--- src/shared/cru_pkg.sv ---
package cru_pkg;
  localparam int WORD_W = 16;
  localparam int DWORD_W = 32;
  localparam int REAL_W = 32;
  localparam logic RESULT_RST = 1'b0;
  localparam logic FLAG_RST = 1'b0;
  localparam logic [REAL_W-1:0] QOUT_RST = 32'h0000_0000;
  localparam int EXP_LSB = 23;
  localparam logic [7:0] EXP_ALL_ONES = 8'hFF;
  // 180/pi and pi/180, single precision
  localparam logic [REAL_W-1:0] RAD_TO_DEG = 32'h4265_2EE1;
  localparam logic [REAL_W-1:0] DEG_TO_RAD = 32'h3C8E_FA35;

  typedef enum logic [2:0] {
    REL_EQ = 3'b000,
    REL_NE = 3'b001,
    REL_GT = 3'b010,
    REL_GE = 3'b011,
    REL_LT = 3'b100,
    at_most_compare = 3'b101
  } relation_e;

  typedef enum logic [1:0] {
    TYPE_INT = 2'b00,
    double_signed_word = 2'b01,
    TYPE_REAL = 2'b10,
    TYPE_WORD = 2'b11
  } data_type_e;

  typedef struct packed {
    logic enable;
    logic to_degrees;
    logic [REAL_W-1:0] value;
  } convert_req_s;

  typedef struct packed {
    logic enable;
    relation_e relation;
    data_type_e dtype;
    logic [DWORD_W-1:0] first_operand;
    logic [DWORD_W-1:0] second_operand;
  } compare_req_s;

  typedef struct packed {
    logic enable;
    data_type_e dtype;
    logic [DWORD_W-1:0] test_value;
    logic [DWORD_W-1:0] bound_a;
    logic [DWORD_W-1:0] bound_b;
  } range_req_s;
endpackage : cru_pkg

--- src/hw/compare_range_convert_unit.sv ---
module compare_range_convert_unit (
  input wire logic clk,
  input wire logic reset,
  input cru_pkg::convert_req_s conv_req,
  input cru_pkg::compare_req_s cmp_req,
  input cru_pkg::range_req_s rng_req,
  output logic [cru_pkg::REAL_W-1:0] conv_result,
  output logic conv_ok,
  output logic cmp_result,
  output logic range_result,
  output logic float_compare_valid_flag
);
  import cru_pkg::*;

  // Single-precision multiply, truncating; no denormals, overflow saturates to inf
  function automatic logic [31:0] fmul(input logic [31:0] a, input logic [31:0] b);
    logic [47:0] prod;
    logic [9:0] ex;
    logic [22:0] man;
    logic sgn;
    prod = 48'h0000_0000_0000;
    ex = 10'h000;
    man = 23'h00_0000;
    sgn = a[31] ^ b[31];
    if (a[30:23] == 8'h00 || b[30:23] == 8'h00)
    begin
      fmul = {sgn, 31'h0000_0000};
    end
    else if (a[30:23] == EXP_ALL_ONES)
    begin
      fmul = {sgn, a[30:0]};
    end
    else
    begin
      prod = {1'b1, a[22:0]} * {1'b1, b[22:0]};
      ex = 10'({2'b00, a[30:23]}) + 10'({2'b00, b[30:23]}) - 10'h07F;
      if (prod[47])
      begin
        man = prod[46:24];
        ex = ex + 10'h001;
      end
      else
      begin
        man = prod[45:23];
      end
      if (ex[9] || ex == 10'h000)
        fmul = {sgn, 31'h0000_0000};
      else if (ex[8] || ex[7:0] == EXP_ALL_ONES)
        fmul = {sgn, EXP_ALL_ONES, 23'h00_0000};
      else
        fmul = {sgn, ex[7:0], man};
    end
  endfunction : fmul

  // Map float bits to an order-preserving unsigned key
  function automatic logic [31:0] fkey(input logic [31:0] f);
    fkey = f[31] ? ~f : {1'b1, f[30:0]};
  endfunction : fkey

  // Conversion path
  wire conv_nan = (conv_req.value[30:23] == EXP_ALL_ONES) && (conv_req.value[22:0] != 23'h0);
  wire [31:0] conv_factor = conv_req.to_degrees ? RAD_TO_DEG : DEG_TO_RAD;
  wire [31:0] conv_prod = fmul(conv_req.value, conv_factor);

  logic [REAL_W-1:0] conv_result_q;
  logic conv_ok_q;

  always_ff @(posedge clk or posedge reset)
  begin
    if (reset)
      conv_result_q <= QOUT_RST;
    else if (conv_req.enable)
      conv_result_q <= conv_prod;
  end

  always_ff @(posedge clk or posedge reset)
  begin
    if (reset)
      conv_ok_q <= RESULT_RST;
    else
      conv_ok_q <= conv_req.enable && !conv_nan;
  end

  // operand typing; first is always left term
  wire is_real = (cmp_req.dtype == TYPE_REAL);
  wire [31:0] a_int = {{16{cmp_req.first_operand[15]}}, cmp_req.first_operand[15:0]};
  wire [31:0] b_int = {{16{cmp_req.second_operand[15]}}, cmp_req.second_operand[15:0]};
  wire a_nan = (cmp_req.first_operand[30:23] == EXP_ALL_ONES)
    && (cmp_req.first_operand[22:0] != 23'h0);
  wire b_nan = (cmp_req.second_operand[30:23] == EXP_ALL_ONES)
    && (cmp_req.second_operand[22:0] != 23'h0);
  wire any_nan = is_real && (a_nan || b_nan);
  // Signed-zero pair compares equal
  wire both_zero = (cmp_req.first_operand[30:0] == 31'h0)
    && (cmp_req.second_operand[30:0] == 31'h0);
  wire [31:0] lhs_s = (cmp_req.dtype == TYPE_INT) ? a_int : cmp_req.first_operand;
  wire [31:0] rhs_s = (cmp_req.dtype == TYPE_INT) ? b_int : cmp_req.second_operand;
  wire int_eq = (lhs_s == rhs_s);
  wire int_lt = $signed(lhs_s) < $signed(rhs_s);
  wire real_eq = both_zero || (cmp_req.first_operand == cmp_req.second_operand);
  wire real_lt = !both_zero && (fkey(cmp_req.first_operand) < fkey(cmp_req.second_operand));
  wire rel_eq = is_real ? real_eq : int_eq;
  wire rel_lt = is_real ? real_lt : int_lt;

  logic rel_true;
  always_comb
  begin
    case (cmp_req.relation)
      REL_EQ: rel_true = rel_eq;
      REL_NE: rel_true = !rel_eq;
      REL_GT: rel_true = !rel_eq && !rel_lt;
      REL_GE: rel_true = !rel_lt;
      REL_LT: rel_true = rel_lt;
      at_most_compare: rel_true = rel_lt || rel_eq;
      default: rel_true = 1'b0;
    endcase
  end

  logic cmp_result_q;
  logic flag_q;

  // result or zero when idle; NaN never satisfies
  always_ff @(posedge clk or posedge reset)
  begin
    if (reset)
      cmp_result_q <= RESULT_RST;
    else
      cmp_result_q <= cmp_req.enable && !any_nan && rel_true;
  end

  always_ff @(posedge clk or posedge reset)
  begin
    if (reset)
      flag_q <= FLAG_RST;
    else if (cmp_req.enable && is_real)
      flag_q <= !any_nan;
  end

  // 33 bits let unsigned word and signed double share one signed compare
  // operand widening; word is unsigned, others signed
  function automatic logic [32:0] widen(input data_type_e t, input logic [31:0] v);
    case (t)
      TYPE_WORD: widen = {17'h0_0000, v[15:0]};
      double_signed_word: widen = {v[31], v};
      default: widen = {{17{v[15]}}, v[15:0]};
    endcase
  endfunction : widen

  wire [32:0] rv = widen(rng_req.dtype, rng_req.test_value);
  wire [32:0] ra = widen(rng_req.dtype, rng_req.bound_a);
  wire [32:0] rb = widen(rng_req.dtype, rng_req.bound_b);
  wire a_low = $signed(ra) <= $signed(rb);
  wire [32:0] lo = a_low ? ra : rb;
  wire [32:0] hi = a_low ? rb : ra;
  wire in_range = ($signed(rv) >= $signed(lo)) && ($signed(rv) <= $signed(hi));

  logic range_result_q;
  always_ff @(posedge clk or posedge reset)
  begin
    if (reset)
      range_result_q <= RESULT_RST;
    else
      range_result_q <= rng_req.enable && in_range;
  end

  assign conv_result = conv_result_q;
  assign conv_ok = conv_ok_q;
  assign cmp_result = cmp_result_q;
  assign range_result = range_result_q;
  assign float_compare_valid_flag = flag_q;

  chk_conv_ok_nan: assert property (@(posedge clk) disable iff (reset)
    conv_req.enable && conv_nan |=> !conv_ok)
    else $error("conversion ok raised on NaN input");
  chk_conv_ok_set: assert property (@(posedge clk) disable iff (reset)
    conv_req.enable && !conv_nan |=> conv_ok)
    else $error("conversion ok missing");
  chk_conv_hold: assert property (@(posedge clk) disable iff (reset)
    !conv_req.enable |=> $stable(conv_result) && !conv_ok)
    else $error("conversion acted while disabled");
  chk_conv_value: assert property (@(posedge clk) disable iff (reset)
    conv_req.enable |=> conv_result == $past(conv_prod))
    else $error("conversion result not loaded");
  chk_cmp_idle: assert property (@(posedge clk) disable iff (reset)
    !cmp_req.enable |=> !cmp_result)
    else $error("compare result high while disabled");
  chk_int_lt: assert property (@(posedge clk) disable iff (reset)
    cmp_req.enable && cmp_req.dtype == TYPE_INT && cmp_req.relation == REL_LT
    |=> cmp_result == ($signed($past(cmp_req.first_operand[15:0]))
      < $signed($past(cmp_req.second_operand[15:0]))))
    else $error("int less-than wrong orientation");
  chk_eq_ne: assert property (@(posedge clk) disable iff (reset)
    cmp_req.enable && !is_real && cmp_req.relation == REL_NE
    |=> cmp_result != ($past(lhs_s) == $past(rhs_s)))
    else $error("not-equal result wrong");
  chk_flag_nan: assert property (@(posedge clk) disable iff (reset)
    cmp_req.enable && any_nan |=> !float_compare_valid_flag)
    else $error("float flag not cleared on NaN");
  chk_flag_hold: assert property (@(posedge clk) disable iff (reset)
    !(cmp_req.enable && is_real) |=> $stable(float_compare_valid_flag))
    else $error("float flag changed without real compare");
  chk_range_sym: assert property (@(posedge clk) disable iff (reset)
    rng_req.enable && rng_req.test_value == rng_req.bound_a |=> range_result)
    else $error("endpoint not inside range");
  chk_range_idle: assert property (@(posedge clk) disable iff (reset)
    !rng_req.enable |=> !range_result)
    else $error("range result high while disabled");

  // Raw-operand checks, independent of the typing muxes
  chk_flag_set: assert property (@(posedge clk) disable iff (reset)
    cmp_req.enable && is_real && !any_nan |=> float_compare_valid_flag)
    else $error("float flag not set on real compare");

  chk_nan_no_pass: assert property (@(posedge clk) disable iff (reset)
    cmp_req.enable && any_nan |=> !cmp_result)
    else $error("compare passed flow with NaN operand");

  chk_double_signed_word_gt: assert property (@(posedge clk) disable iff (reset)
    cmp_req.enable && cmp_req.dtype == double_signed_word && cmp_req.relation == REL_GT
    |=> cmp_result == ($signed($past(cmp_req.first_operand))
      > $signed($past(cmp_req.second_operand))))
    else $error("double greater-than wrong");

  chk_double_signed_word_ge: assert property (@(posedge clk) disable iff (reset)
    cmp_req.enable && cmp_req.dtype == double_signed_word && cmp_req.relation == REL_GE
    |=> cmp_result == ($signed($past(cmp_req.first_operand))
      >= $signed($past(cmp_req.second_operand))))
    else $error("double greater-or-equal wrong");

  chk_double_signed_word_eq: assert property (@(posedge clk) disable iff (reset)
    cmp_req.enable && cmp_req.dtype == double_signed_word && cmp_req.relation == REL_EQ
    |=> cmp_result == ($past(cmp_req.first_operand)
      == $past(cmp_req.second_operand)))
    else $error("double equal wrong");

  chk_double_signed_word_le: assert property (@(posedge clk) disable iff (reset)
    cmp_req.enable && cmp_req.dtype == double_signed_word && cmp_req.relation == at_most_compare
    |=> cmp_result == ($signed($past(cmp_req.first_operand))
      <= $signed($past(cmp_req.second_operand))))
    else $error("double at-most wrong orientation");

  chk_int_ge: assert property (@(posedge clk) disable iff (reset)
    cmp_req.enable && cmp_req.dtype == TYPE_INT && cmp_req.relation == REL_GE
    |=> cmp_result == ($signed($past(cmp_req.first_operand[15:0]))
      >= $signed($past(cmp_req.second_operand[15:0]))))
    else $error("int greater-or-equal wrong orientation");

  chk_real_zero_eq: assert property (@(posedge clk) disable iff (reset)
    cmp_req.enable && is_real && cmp_req.relation == REL_EQ
    && cmp_req.first_operand[30:0] == 31'h0000_0000
    && cmp_req.second_operand[30:0] == 31'h0000_0000 |=> cmp_result)
    else $error("signed zeros not equal");

  chk_rel_unused: assert property (@(posedge clk) disable iff (reset)
    cmp_req.enable && cmp_req.relation > at_most_compare |=> !cmp_result)
    else $error("undefined relation passed flow");

  chk_range_swap: assert property (@(posedge clk) disable iff (reset)
    rng_req.enable && rng_req.test_value == rng_req.bound_b |=> range_result)
    else $error("second bound not inside range");

  chk_range_below: assert property (@(posedge clk) disable iff (reset)
    rng_req.enable && rng_req.dtype == TYPE_INT
    && $signed(rng_req.test_value[15:0]) < $signed(rng_req.bound_a[15:0])
    && $signed(rng_req.test_value[15:0]) < $signed(rng_req.bound_b[15:0]) |=> !range_result)
    else $error("value below both bounds reported inside");

  chk_word_above: assert property (@(posedge clk) disable iff (reset)
    rng_req.enable && rng_req.dtype == TYPE_WORD
    && rng_req.test_value[15:0] > rng_req.bound_a[15:0]
    && rng_req.test_value[15:0] > rng_req.bound_b[15:0] |=> !range_result)
    else $error("word above both bounds reported inside");

  chk_double_signed_word_inside: assert property (@(posedge clk) disable iff (reset)
    rng_req.enable && rng_req.dtype == double_signed_word
    |=> range_result == (($signed($past(rng_req.test_value)) >= $signed($past(rng_req.bound_a))
      && $signed($past(rng_req.test_value)) <= $signed($past(rng_req.bound_b)))
      || ($signed($past(rng_req.test_value)) >= $signed($past(rng_req.bound_b))
      && $signed($past(rng_req.test_value)) <= $signed($past(rng_req.bound_a)))))
    else $error("double range result wrong");

  chk_conv_nan_out: assert property (@(posedge clk) disable iff (reset)
    conv_req.enable && conv_nan
    |=> conv_result[30:23] == EXP_ALL_ONES && conv_result[22:0] != 23'h00_0000)
    else $error("NaN input did not give NaN result");

  cov_flag_set: cover property (@(posedge clk) disable iff (reset)
    cmp_req.enable && is_real ##1 float_compare_valid_flag);
  cov_real_nan: cover property (@(posedge clk) disable iff (reset)
    cmp_req.enable && any_nan);
  cov_range_hit: cover property (@(posedge clk) disable iff (reset) range_result);
  cov_conv_ok: cover property (@(posedge clk) disable iff (reset) conv_ok);
  cov_le_true: cover property (@(posedge clk) disable iff (reset)
    cmp_req.enable && cmp_req.relation == at_most_compare ##1 cmp_result);
endmodule : compare_range_convert_unit

--- config.mk ---
export PLATFORM = sky130hd
export DESIGN_NAME = compare_range_convert_unit
export DESIGN_NICKNAME = d
export VERILOG_FILES = /design/src/shared/cru_pkg.sv /design/src/hw/compare_range_convert_unit.sv
export SDC_FILE = /design/constraint.sdc
export NUM_CORES = 1
export LEC_CHECK = 0
export BUFFER_PORTS_ARGS = -buffer_cell sky130_fd_sc_hd__buf_2
export CAP_MARGIN = 10
export CORE_MARGIN = 3
export CORE_UTILIZATION = 45
export DETAILED_ROUTE_END_ITERATION = 10
export PLACE_DENSITY_LB_ADDON = 0.2
export SYNTH_ARGS = -nofsm -noshare
export SYNTH_HDL_FRONTEND = slang
export SYNTH_SLANG_ARGS = --single-unit
export TNS_END_PERCENT = 50
--- constraint.sdc ---
create_clock -name clk -period 1.1 [get_ports clk]
set_clock_uncertainty 0.15 [all_clocks]
set_input_delay 0.22 -clock clk [delete_from_list [all_inputs] [get_ports clk]]
set_output_delay 0.22 -clock clk [all_outputs]
set_load 0.01 [all_outputs]
== Word-level counts from Yosys, hierarchy flattened ==
Cells that the tools add are included.
Storage, ports and cells
  register bits: 36
  input bits: 205
  output and inout bits: 36
Operators by class
  add/sub/neg operators: 3
  $mul: 1
  $lt $le $gt $ge: 5
  equality and inequality tests: 14
  mux-type cells: 21
  bitwise logic cells: 3
  reductions and logical operators: 34
Operators with widths (number)
  33-bit case mux with 2 select lines: 3
  31-bit 2-to-1 mux: 5
  32-bit 2-to-1 mux: 4
  23-bit nonzero test: 3
  33-bit <= comparator: 2
  33-bit 2-to-1 mux: 2
  32-bit == test: 2
  32-bit < comparator: 2
  32-bit NOT: 2
  31-bit logical NOT: 2
  24-bit by 24-bit multiplier with 48-bit output: 1
  33-bit greater-or-equal comparator: 1
  8-bit == test, second input constant: 4
  10-bit 2-to-1 mux: 3
  23-bit 2-to-1 mux: 1
  8-bit logical NOT: 2
  1-bit logical AND: 13
  10-bit by 1-bit adder with 10-bit output, second input constant: 1
  10-bit logical NOT: 1
  9-bit by 7-bit subtractor with 10-bit output, second input constant: 1
  8-bit by 8-bit adder with 9-bit output: 1
  3-bit by 2-bit == test with 1-bit output, second input constant: 2
  3-bit == test, second input constant: 2
  1-bit logical OR: 6
  9 further kinds: 15

== Depth between registers and ports, before layout ==
Gate-level depths: netlist of run 1.
  word-level depth: 13
  depth in mapped cells: 32
  mapped depth without buffers: 28

== Worst setup path after synthesis of run 1 ==
OpenSTA, ideal clock, no wires.
  path type: input to register
  from: input port conv_req[32] (netlist bit)
  to: register conv_result_q[10] (netlist: conv_result[10])
  library setup time: 0.090 ns
  data arrival time: 7.798 ns
  required time: 0.860 ns
  slack: -6.937 ns
  cell stages on the path: 28
  path buffers: 3
  cells stage by stage: inv_1 > clkbuf_1 > nor2_1 > fa_1 > fa_1 > inv_1 > fa_1 > fa_1 > inv_1 > fa_1 > inv_1 > fa_1 > inv_1 > fa_1 > ha_1 > clkbuf_1 > nand2_1 > o21ai_0 > a21oi_1 > o211ai_1 > nor3_1 > o211a_1 > o211ai_1 > a221o_2 > o211ai_4 > or4_4 > buf_6 > o31ai_4
Between the ends
  word-level cells in the longest chain between the ends: 13
  elaborated cells on any way between the ends: 19
RTL lines
  from (decl): RTL line compare_range_convert_unit.sv:4  | input cru_pkg::convert_req_s conv_req,
  31-bit 2-to-1 mux (*): RTL line compare_range_convert_unit.sv:62  | wire [31:0] conv_factor = conv_req.to_degrees ? RAD_TO_DEG : DEG_TO_RAD;
  8-bit by 8-bit adder with 9-bit output: RTL line compare_range_convert_unit.sv:36  | ex = 10'({2'b00, a[30:23]}) + 10'({2'b00, b[30:23]}) - 10'h07F;
  9-bit by 7-bit subtractor with 10-bit output: RTL line compare_range_convert_unit.sv:36
  10-bit by 1-bit adder with 10-bit output: RTL line compare_range_convert_unit.sv:40  | ex = ex + 10'h001;
  10-bit 2-to-1 mux: RTL line compare_range_convert_unit.sv:37  | if (prod[47])
  10-bit 2-to-1 mux: RTL line compare_range_convert_unit.sv:29  | else if (a[30:23] == EXP_ALL_ONES)
  10-bit 2-to-1 mux: RTL line compare_range_convert_unit.sv:25  | if (a[30:23] == 8'h00 || b[30:23] == 8'h00)
  8-bit == test: RTL line compare_range_convert_unit.sv:48  | else if (ex[8] || ex[7:0] == EXP_ALL_ONES)
  1-bit logical OR: RTL line compare_range_convert_unit.sv:48
  31-bit 2-to-1 mux: RTL line compare_range_convert_unit.sv:48
  31-bit 2-to-1 mux: RTL line compare_range_convert_unit.sv:46  | if (ex[9] || ex == 10'h000)
  31-bit 2-to-1 mux: RTL line compare_range_convert_unit.sv:29
  31-bit 2-to-1 mux (*): RTL line compare_range_convert_unit.sv:25
  to (signal assigned): RTL line compare_range_convert_unit.sv:73  | conv_result_q <= conv_prod;
  to (decl): RTL line compare_range_convert_unit.sv:65  | logic [REAL_W-1:0] conv_result_q;
Every way passes the cells marked *; elsewhere a longest branch is shown, timed or not. The select of a mux whose other input is x is not followed.
A chain may end at the register's enable or synchronous reset.

== Worst setup path after layout of run 1 ==
  from: input port conv_req[13] (netlist bit)
  to: register conv_result_q[10] (netlist: conv_result[10])
Between the ends
  word-level cells in the longest chain between the ends: 10
  elaborated cells on any way between the ends: 13
RTL lines
  24-bit by 24-bit multiplier with 48-bit output (*): RTL line compare_range_convert_unit.sv:35  | prod = {1'b1, a[22:0]} * {1'b1, b[22:0]};
  10-bit 2-to-1 mux: RTL line compare_range_convert_unit.sv:37
  10-bit 2-to-1 mux: RTL line compare_range_convert_unit.sv:29
  10-bit 2-to-1 mux: RTL line compare_range_convert_unit.sv:25
  8-bit == test: RTL line compare_range_convert_unit.sv:48
  1-bit logical OR: RTL line compare_range_convert_unit.sv:48
  31-bit 2-to-1 mux: RTL line compare_range_convert_unit.sv:48
  31-bit 2-to-1 mux (*): RTL line compare_range_convert_unit.sv:46
  31-bit 2-to-1 mux (*): RTL line compare_range_convert_unit.sv:29
  31-bit 2-to-1 mux (*): RTL line compare_range_convert_unit.sv:25
Marks and branches as above.

==> results of run 1 <==
==> repair_timing <==
item	in CTS	in global routing
gates resized for setup	164	96
hold buffers	1	0
pin swaps	82	80
endpoints found under the hold margin	13	0
setup buffers	19	19
endpoints found under the setup margin	71	89
gates cloned	4	0
==> routing by layer <==
layer / vias to the layer above / share of wire, % / global-route usage, %
li1: 10200 / - / -
met1: 10500 / 44 / 40.6
met2: 643 / 46 / 48.6
met3: 145 / 6.0 / 3.84
met4: 6 / 3.1 / 8.06
met5: - / 0.048 / 0
==> registers in the layout, indices dropped and copies added (netlist names) <==
name	cells
float_compare_valid_flag	1
conv_ok	1
conv_result	32
cmp_result	1
range_result	1
==> kinds of logic (layout without fill, tap and decap cells) <==
kind of cell | Yosys count | count (layout) | synth area share [%]
flops | 36 | 36 | 3.89
mux | 78 | 78 | 3.40
buf+inv | 700 | 1554 | 11.4
compound gates | 427 | 427 | 12.2
fa+ha+maj | 805 | 805 | 55.2
simple gates | 426 | 427 | 9.18
xor+xnor | 123 | 123 | 4.68
other cells | 1 | 2 | 0.0162
==> cells in the final DEF (no fill, tap or decap), drive strengths merged, types with 5 or more instances in the layout <==
master,synthesis,routed
nor2b,26,26
mux2,6,6
o211ai,9,9
or4,4,5
nor2,81,81
buf,20,912
o31ai,8,8
or2,6,6
o21bai,8,8
nand2,134,134
and3,10,10
inv,632,629
nor3,26,26
dfrtp,36,36
nand2b,13,13
nand4,46,46
nand3,22,22
a211oi,11,11
ha,443,443
nor4,28,28
mux2i,72,72
a21oi,107,107
xnor2,81,81
a21o,108,108
xor2,42,42
a31oi,12,12
fa,362,362
a22oi,26,26
or3,8,8
o21ai,87,87
clkbuf,48,8
and4,6,6
o21a,16,16
and2,8,8
==> through the flow <==
step	setup slack, ns	TNS [ns]
finish	-6.60	-208.66
global route	-6.80	-216.20
CTS	-6.47	-205.25
detailed placement	-7.01	-220.04
global placement	-6.91	-217.81
floorplan	-6.31	-195.92
==> worst max-delay path: cells and delay by family <==
kind	cells	cell delay, ns
and+or+nand+nor	6	1.48
adders and majority gates	8	3.87
buffers and inverters	10	1.28
AOI/OAI and AO/OA	6	0.89
==> final timing paths <==
kind | from | to | cells after the start
max | conv_req[13] | conv_result[10] | 30
min | reset | conv_result[2] | 3
max reg2reg | conv_result[13] | conv_result[13] | 2
min reg2reg | conv_result[24] | conv_result[24] | 2
max in group asynchronous | reset | conv_result[13] | 4
min in group clk | conv_req[31] | conv_result[31] | 2
==> cell type report <==
cell class	count	area (µm²)	share of cell area, %
multi-input combinational	1861	20600	64.9
antenna	1	2.50	0.00789
clock buffer	7	153	0.481
inverter	632	2410	7.59
tap	672	841	2.65
timing repair buffer	915	6820	21.5
sequential	36	902	2.85
==> impl_metrics.env, run 1 <==
export IMPL_status="finished, violations left"
export IMPL_failed_checks="negative hold slack, negative setup slack"
export IMPL_antenna_found_initial=4
export IMPL_critPathLaunchType="input port"
export IMPL_dieHeight_um=233
export IMPL_drt_initial_drc_count=1188
export IMPL_ys_ff_latch=36
export IMPL_path_max_fanout=5
export IMPL_dieArea_um2=54200
export IMPL_layout_worst_path_cycle_share_pct=700
export IMPL_ant_nets=0
export IMPL_hold_violations=9
export IMPL_port_buffers=240
export IMPL_yosys_area_top_type="fa_1"
export IMPL_critPathRequiredTime_ns=1.15
export IMPL_fmax_mhz=130
export IMPL_synth_top_area_share_pct=31.3
export IMPL_ios=241
export IMPL_avgSynthCellArea_um2=8.92
export IMPL_final_util_pct=62.8
export IMPL_setup_viol=71
export IMPL_clock_sinks=36
export IMPL_path_common_cell="fa_1"
export IMPL_critPathMaxStageDelay_ns=0.62
export IMPL_place_gp_congestion=0.987
export IMPL_nNetsFinal=4461
export IMPL_worst_pin_slew_ns=1.03
export IMPL_drcViolationCount=0
export IMPL_seq_area_frac_synth_pct=3.89
export IMPL_routedWlPerCell_um=19.1
export IMPL_grt_pass1_vias=23000
export IMPL_coreArea_um2=50500
export IMPL_dp_hpwl_um=70100
export IMPL_firstDrtPassIters=7
export IMPL_fp_row_count=82
export IMPL_grt_usage_pct=29.5
export IMPL_slew_violations=0
export IMPL_final_cells=4124
export IMPL_whs_ns=-0.0175
export IMPL_yosys_top_cells_area="fa_1, ha_1, inv_1"
export IMPL_rsz0062_at_grt="yes"
export IMPL_grt_pass1_wl_um=125000
export IMPL_slew_headroom_pct=30.8
export IMPL_dr_total_vias=21400
export IMPL_clk_latency_ns=0.28
export IMPL_syn_inst=2596
export IMPL_wirelength_um=78900
export IMPL_dpl_cell_count=4075
export IMPL_clkTransAtPathRegs_ns=0.06
export IMPL_synth_area_um2=23200
export IMPL_syn_num_nets=3606
export IMPL_hold_class="in -> async"
export IMPL_post_route_cells_drive_above_1_share_pct=32.0
export IMPL_cp_slowest_cell="or4_4"
export IMPL_viasPerCell=5.20
export IMPL_htree_levels=2
export IMPL_start_util_pct=45.9
export IMPL_syn_to_final_growth_pct=36.9
export IMPL_synth_edff_count=0
export IMPL_rrSetupSlack_ns=-0.07
export IMPL_grt_max_degree=34
export IMPL_cts_tree="done"
export IMPL_post_route_min_period_ns=7.70
export IMPL_cts_buffer_depth=2
export IMPL_async_flop_share_pct=100
export IMPL_cts_buffers=5
export IMPL_fp_dieW_um=233
export IMPL_cts_root_buf="clkbuf_16"
export IMPL_cp_end_kind="flip-flop"
export IMPL_post_dp_cell_area_um2=30100
export IMPL_max_cap_violations=0
export IMPL_worstSetupPathType="in -> reg"
export IMPL_overflow=0
export IMPL_arrival_ns=7.74
export IMPL_n_fill_cell=4354
export IMPL_ys_warn_count=0
export IMPL_synth_most_common_cell="inv_1"
export IMPL_stdcell_area_um2=31700
export IMPL_synth_top_flop_cell="dfrtp_1"
export IMPL_timing_final_ws_setup_ns=-6.60
export IMPL_synthTopCellsByCount="inv_1, ha_1, fa_1"
export IMPL_synth_distinct_cells=73
Power of run 1 is not shown: default switching activity piles up to over one toggle a cycle in this logic, so the estimate is an artifact.
==> inputs of run 2 (changes only) <==
--- a/config.mk
+++ b/config.mk
@@ -7,8 +7,10 @@
 export LEC_CHECK = 0
 export BUFFER_PORTS_ARGS = -buffer_cell sky130_fd_sc_hd__buf_2
 export CAP_MARGIN = 10
+export CELL_PAD_IN_SITES_DETAIL_PLACEMENT = 1
+export CELL_PAD_IN_SITES_GLOBAL_PLACEMENT = 1
 export CORE_MARGIN = 3
-export CORE_UTILIZATION = 45
+export CORE_UTILIZATION = 44
 export DETAILED_ROUTE_END_ITERATION = 10
 export PLACE_DENSITY_LB_ADDON = 0.2
 export SYNTH_ARGS = -nofsm -noshare
==> impl_metrics.env, run 2 (same netlist as run 1, synthesis figures left out) <==
export IMPL_status="finished, violations left"
export IMPL_failed_checks="negative setup slack"
export IMPL_dpl_cell_count=4074
export IMPL_grt_pass1_vias=26800
export IMPL_viasPerCell=5.63
export IMPL_routedWlPerCell_um=24.9
export IMPL_place_gp_congestion=0.949
export IMPL_drt_initial_drc_count=1375
export IMPL_drcViolationCount=0
export IMPL_rsz0062_at_grt="yes"
export IMPL_largest_register_ffs=32
export IMPL_post_route_min_period_ns=7.96
export IMPL_slew_violations=0
export IMPL_dp_hpwl_um=83900
export IMPL_clk_latency_ns=0.29
export IMPL_dr_total_vias=23300
export IMPL_cp_end_kind="flip-flop"
export IMPL_firstDrtPassIters=5
export IMPL_grt_max_degree=37
export IMPL_fp_dieW_um=235
export IMPL_reg2reg_depth=2
export IMPL_layout_worst_path_cycle_share_pct=724
export IMPL_ant_nets=0
export IMPL_worst_pin_slew_ns=0.631
export IMPL_hold_class="in -> reg"
export IMPL_arrival_ns=8.01
export IMPL_fmax_mhz=126
export IMPL_start_util_pct=44.8
export IMPL_dieArea_um2=55400
export IMPL_slew_headroom_pct=57.5
export IMPL_nNetsFinal=4462
export IMPL_cp_slowest_cell="or4_4"
export IMPL_grt_usage_pct=35.4
export IMPL_critPathMaxStageDelay_ns=0.64
export IMPL_antenna_found_initial=6
export IMPL_max_cap_violations=0
export IMPL_cts_buffers=5
export IMPL_worstSetupPathType="in -> reg"
export IMPL_cts_root_buf="clkbuf_16"
export IMPL_dieHeight_um=235
export IMPL_cts_tree="done"
export IMPL_timing_final_ws_setup_ns=-6.86
export IMPL_wirelength_um=103000
export IMPL_overflow=0
export IMPL_final_common_cell="buf_4"
export IMPL_n_fill_cell=6025
export IMPL_hold_violations=0
export IMPL_final_cell_mix="buf_4, inv_1, ha_1"
export IMPL_clock_sinks=36
export IMPL_final_cells=4136
export IMPL_htree_levels=2
export IMPL_path_common_cell="fa_1"
export IMPL_setup_viol=71
export IMPL_worstHoldPathCells=2
export IMPL_coreArea_um2=51700
export IMPL_critPathRequiredTime_ns=1.14
export IMPL_path_max_fanout=14
export IMPL_clkTransAtPathRegs_ns=0.07
export IMPL_post_route_cells_drive_above_1_share_pct=33.4
export IMPL_ios=241
export IMPL_fp_row_count=83
export IMPL_grt_pass1_wl_um=153000
export IMPL_port_buffers=240
export IMPL_cts_buffer_depth=2
export IMPL_syn_to_final_growth_pct=38.0
export IMPL_critPathLaunchType="input port"
## run 2: repair_timing
action | in CTS | in global routing
hold buffers | 1 | 0
resized for setup | 197 | 108
cloned | 4 | 0
hold endpoints to repair | 36 | 0
pin swaps | 104 | 86
endpoints found under the setup margin | 71 | 71
setup buffers | 28 | 19
## run 2: layout make-up
class                      count  area (µm²)  share of cell area [%]
tap                          680         851                    2.66
inverter                     632        2410                    7.53
timing repair buffer         917        6930                    21.7
multi-input combinational   1860       20700                    64.7
clock buffer                   5         125                   0.392
clock inverter                 3        42.5                   0.133
antenna                        3        7.51                  0.0235
sequential                    36         901                    2.82
## run 2: path summary, 6_finish.rpt
kind | from | end | slack, ns
worst max-delay path | conv_req[32] | conv_result[6] | -6.86
worst min-delay path | conv_req[31] | conv_result[31] | 0.009
worst max register to register | conv_result[16] | conv_result[16] | 0.01
worst min register to register | float_compare_valid_flag | float_compare_valid_flag | 0.35
max in group asynchronous | reset | conv_result[19] | 0.19
min in group asynchronous | reset | cmp_result | 0.39
## run 2: metrics by stage
stage | setup TNS [ns] | instance area, µm² | hold WS [ns] | util, % | setup WS (ns)
5_1_grt | -223.72 | 32000 | 0.0250 | 61.8 | -7.01
6_report | -218.09 | 32000 | 0.00868 | 61.8 | -6.86
2_1_floorplan | -195.92 | 23600 | 0.0234 | - | -6.31
4_1_cts | -210.43 | 31400 | 0.00723 | 60.7 | -6.61
3_5_place_dp | -225.41 | 30100 | 0.138 | 58.2 | -7.23
3_3_place_gp | -215.75 | 30100 | 0.125 | 58.2 | -6.86
## run 2: worst max-delay path: cells and delay by family
| kind | cells | cell delay, ns |
|---|---|---|
| AOI/OAI and AO/OA | 7 | 1.49 |
| adders and majority gates | 8 | 3.85 |
| buffers and inverters | 9 | 1.14 |
| and+or+nand+nor | 5 | 1.28 |
## run 2: per-layer routing
layer  track usage (%)  wire length (µm)  vias to the layer above
met1              42.0             39300                    11800
met5                 0                26                        -
met3              4.70              5730                      414
met2              62.2             50900                      926
li1                  -                 -                    10200
met4              18.5              6920                        4
Power of run 2 is left out for the same reason.
==> inputs of run 3 (changes only) <==
--- a/config.mk
+++ b/config.mk
@@ -10,7 +10,7 @@
 export CELL_PAD_IN_SITES_DETAIL_PLACEMENT = 1
 export CELL_PAD_IN_SITES_GLOBAL_PLACEMENT = 1
 export CORE_MARGIN = 3
-export CORE_UTILIZATION = 44
+export CORE_UTILIZATION = 35
 export DETAILED_ROUTE_END_ITERATION = 10
 export PLACE_DENSITY_LB_ADDON = 0.2
 export SYNTH_ARGS = -nofsm -noshare
==> impl_metrics.env, run 3 (same netlist as run 1, synthesis figures left out) <==
export IMPL_status="finished, violations left"
export IMPL_failed_checks="negative hold slack, negative setup slack"
export IMPL_cts_buffers=5
export IMPL_setup_viol=71
export IMPL_path_common_cell="fa_1"
export IMPL_dieHeight_um=263
export IMPL_critPathLaunch="conv_req[32]"
export IMPL_grt_max_degree=34
export IMPL_arrival_ns=7.69
export IMPL_critPathRequiredTime_ns=1.16
export IMPL_timing_final_ws_setup_ns=-6.53
export IMPL_post_route_cells_drive_above_1_share_pct=32.7
export IMPL_grt_usage_pct=25.4
export IMPL_fin_setup_tns_ns=-207.35
export IMPL_drcViolationCount=0
export IMPL_grt_pass1_wl_um=139000
export IMPL_final_cell_mix="buf_4, inv_1, ha_1"
export IMPL_cp_end_kind="flip-flop"
export IMPL_cts_tree="done"
export IMPL_fp_dieW_um=263
export IMPL_cts_root_buf="clkbuf_16"
export IMPL_dpl_cell_count=4248
export IMPL_dr_total_vias=21700
export IMPL_slew_violations=0
export IMPL_final_common_cell="buf_4"
export IMPL_whs_ns=-0.00829
export IMPL_viasPerCell=5.03
export IMPL_largest_register_ffs=32
export IMPL_nNetsFinal=4472
export IMPL_critPathLaunchType="input port"
export IMPL_worst_pin_slew_ns=0.914
export IMPL_hold_class="in -> async"
export IMPL_critPathMaxStageDelay_ns=0.55
export IMPL_endpoint="conv_result[21]"
export IMPL_clock_sinks=36
export IMPL_clkTransAtPathRegs_ns=0.07
export IMPL_hold_violations=9
export IMPL_multiInputGateArea_um2=20600
export IMPL_cp_slowest_cell="fa_1"
export IMPL_clk_latency_ns=0.29
export IMPL_grt_pass1_vias=25100
export IMPL_timing_rr_start="conv_result[21]"
export IMPL_reg2reg_to="conv_result[21]"
export IMPL_rrSetupSlack_ns=-0.02
export IMPL_antenna_found_initial=0
export IMPL_cts_buffer_depth=2
export IMPL_overflow=0
export IMPL_routedWlPerCell_um=20.6
export IMPL_dieArea_um2=69300
export IMPL_drt_initial_drc_count=862
export IMPL_post_route_min_period_ns=7.63
export IMPL_place_gp_congestion=0.907
export IMPL_worstSetupPathType="in -> reg"
export IMPL_final_cells=4318
export IMPL_diodes=0
export IMPL_n_fill_cell=7649
export IMPL_slew_headroom_pct=38.9
export IMPL_regArea_um2=902
export IMPL_port_buffers=240
export IMPL_start_util_pct=35.7
export IMPL_wirelength_um=89100
export IMPL_ant_nets=0
export IMPL_path_max_fanout=9
export IMPL_syn_to_final_growth_pct=38.4
export IMPL_fp_row_count=93
export IMPL_fmax_mhz=131
export IMPL_ios=241
export IMPL_firstDrtPassIters=5
export IMPL_final_util_pct=49.4
export IMPL_rsz0062_at_grt="yes"
export IMPL_dp_hpwl_um=78200
export IMPL_max_cap_violations=0
export IMPL_reg2reg_depth=3
export IMPL_coreArea_um2=64900
export IMPL_htree_levels=2
export IMPL_layout_worst_path_cycle_share_pct=693
==> run 3: cell count changes in the layout (fill, tap and decap cells not counted), sizes merged <==
cell,before,now
buf,914,925
diode,3,0
clkinv,1,3
clkinvlp,7,5
bufinv,1,0
dlygate4sd3,1,0
dlymetal6s4s,0,1
==> run 3: through the flow <==
stage | hold WS, ns | cell area [µm²] | worst slack [ns]
2_1_floorplan | 0.0234 | 23600 | -6.31
3_3_place_gp | 0.0199 | 30300 | -6.93
3_5_place_dp | 0.0376 | 30300 | -7.17
4_1_cts | 0.00165 | 31500 | -6.35
5_1_grt | 0.00752 | 32100 | -6.70
6_report | -0.00829 | 32100 | -6.53
==> run 3: what timing repair did <==
action / CTS / global route
endpoints found under the hold margin: 36 / 0
resized for setup: 177 / 96
cloned: 3 / 0
hold buffers: 1 / 0
buffers inserted: 42 / 18
pin swaps: 78 / 41
endpoints found under the setup margin: 71 / 89
==> run 3: worst min-delay path by stage <==
stage | start | cells after the start | slack, ns | to
floorplan | reset | 1 | 0.02 | cmp_result
global placement | reset | 2 | 0.02 | conv_result[31]
detailed placement | reset | 2 | 0.04 | conv_result[31]
CTS | conv_req[31] | 2 | 0.002 | conv_result[31]
global route | reset | 3 | 0.008 | conv_result[31]
finish | reset | 3 | -0.008 | conv_result[31]
==> run 3: worst max-delay path: cells and delay by family <==
family / cells / cell delay [ns]
compound gates: 6 / 1.46
simple gates: 6 / 1.43
buf+inv: 10 / 0.98
fa+ha+maj: 8 / 3.58
==> run 3: final cells by class <==
class | instances | share of cell area [%]
Clock buffer | 6 | 0.433
Clock inverter | 2 | 0.0312
Inverter | 632 | 7.53
Multi-Input combinational cell | 1860 | 64.2
Sequential cell | 36 | 2.81
Tap cell | 855 | 3.34
Timing Repair Buffer | 927 | 21.6
==> run 3: metal layers <==
metal  vias up  global-route usage, %  part of all wire, %
li1      10200                      -                    -
met1     10900                   31.9                   41
met2       505                   46.0                   51
met3       138                   3.49                  4.9
met4         0                   6.24                  3.1
met5         -                      0                    0
Power of run 3 is left out for the same reason.
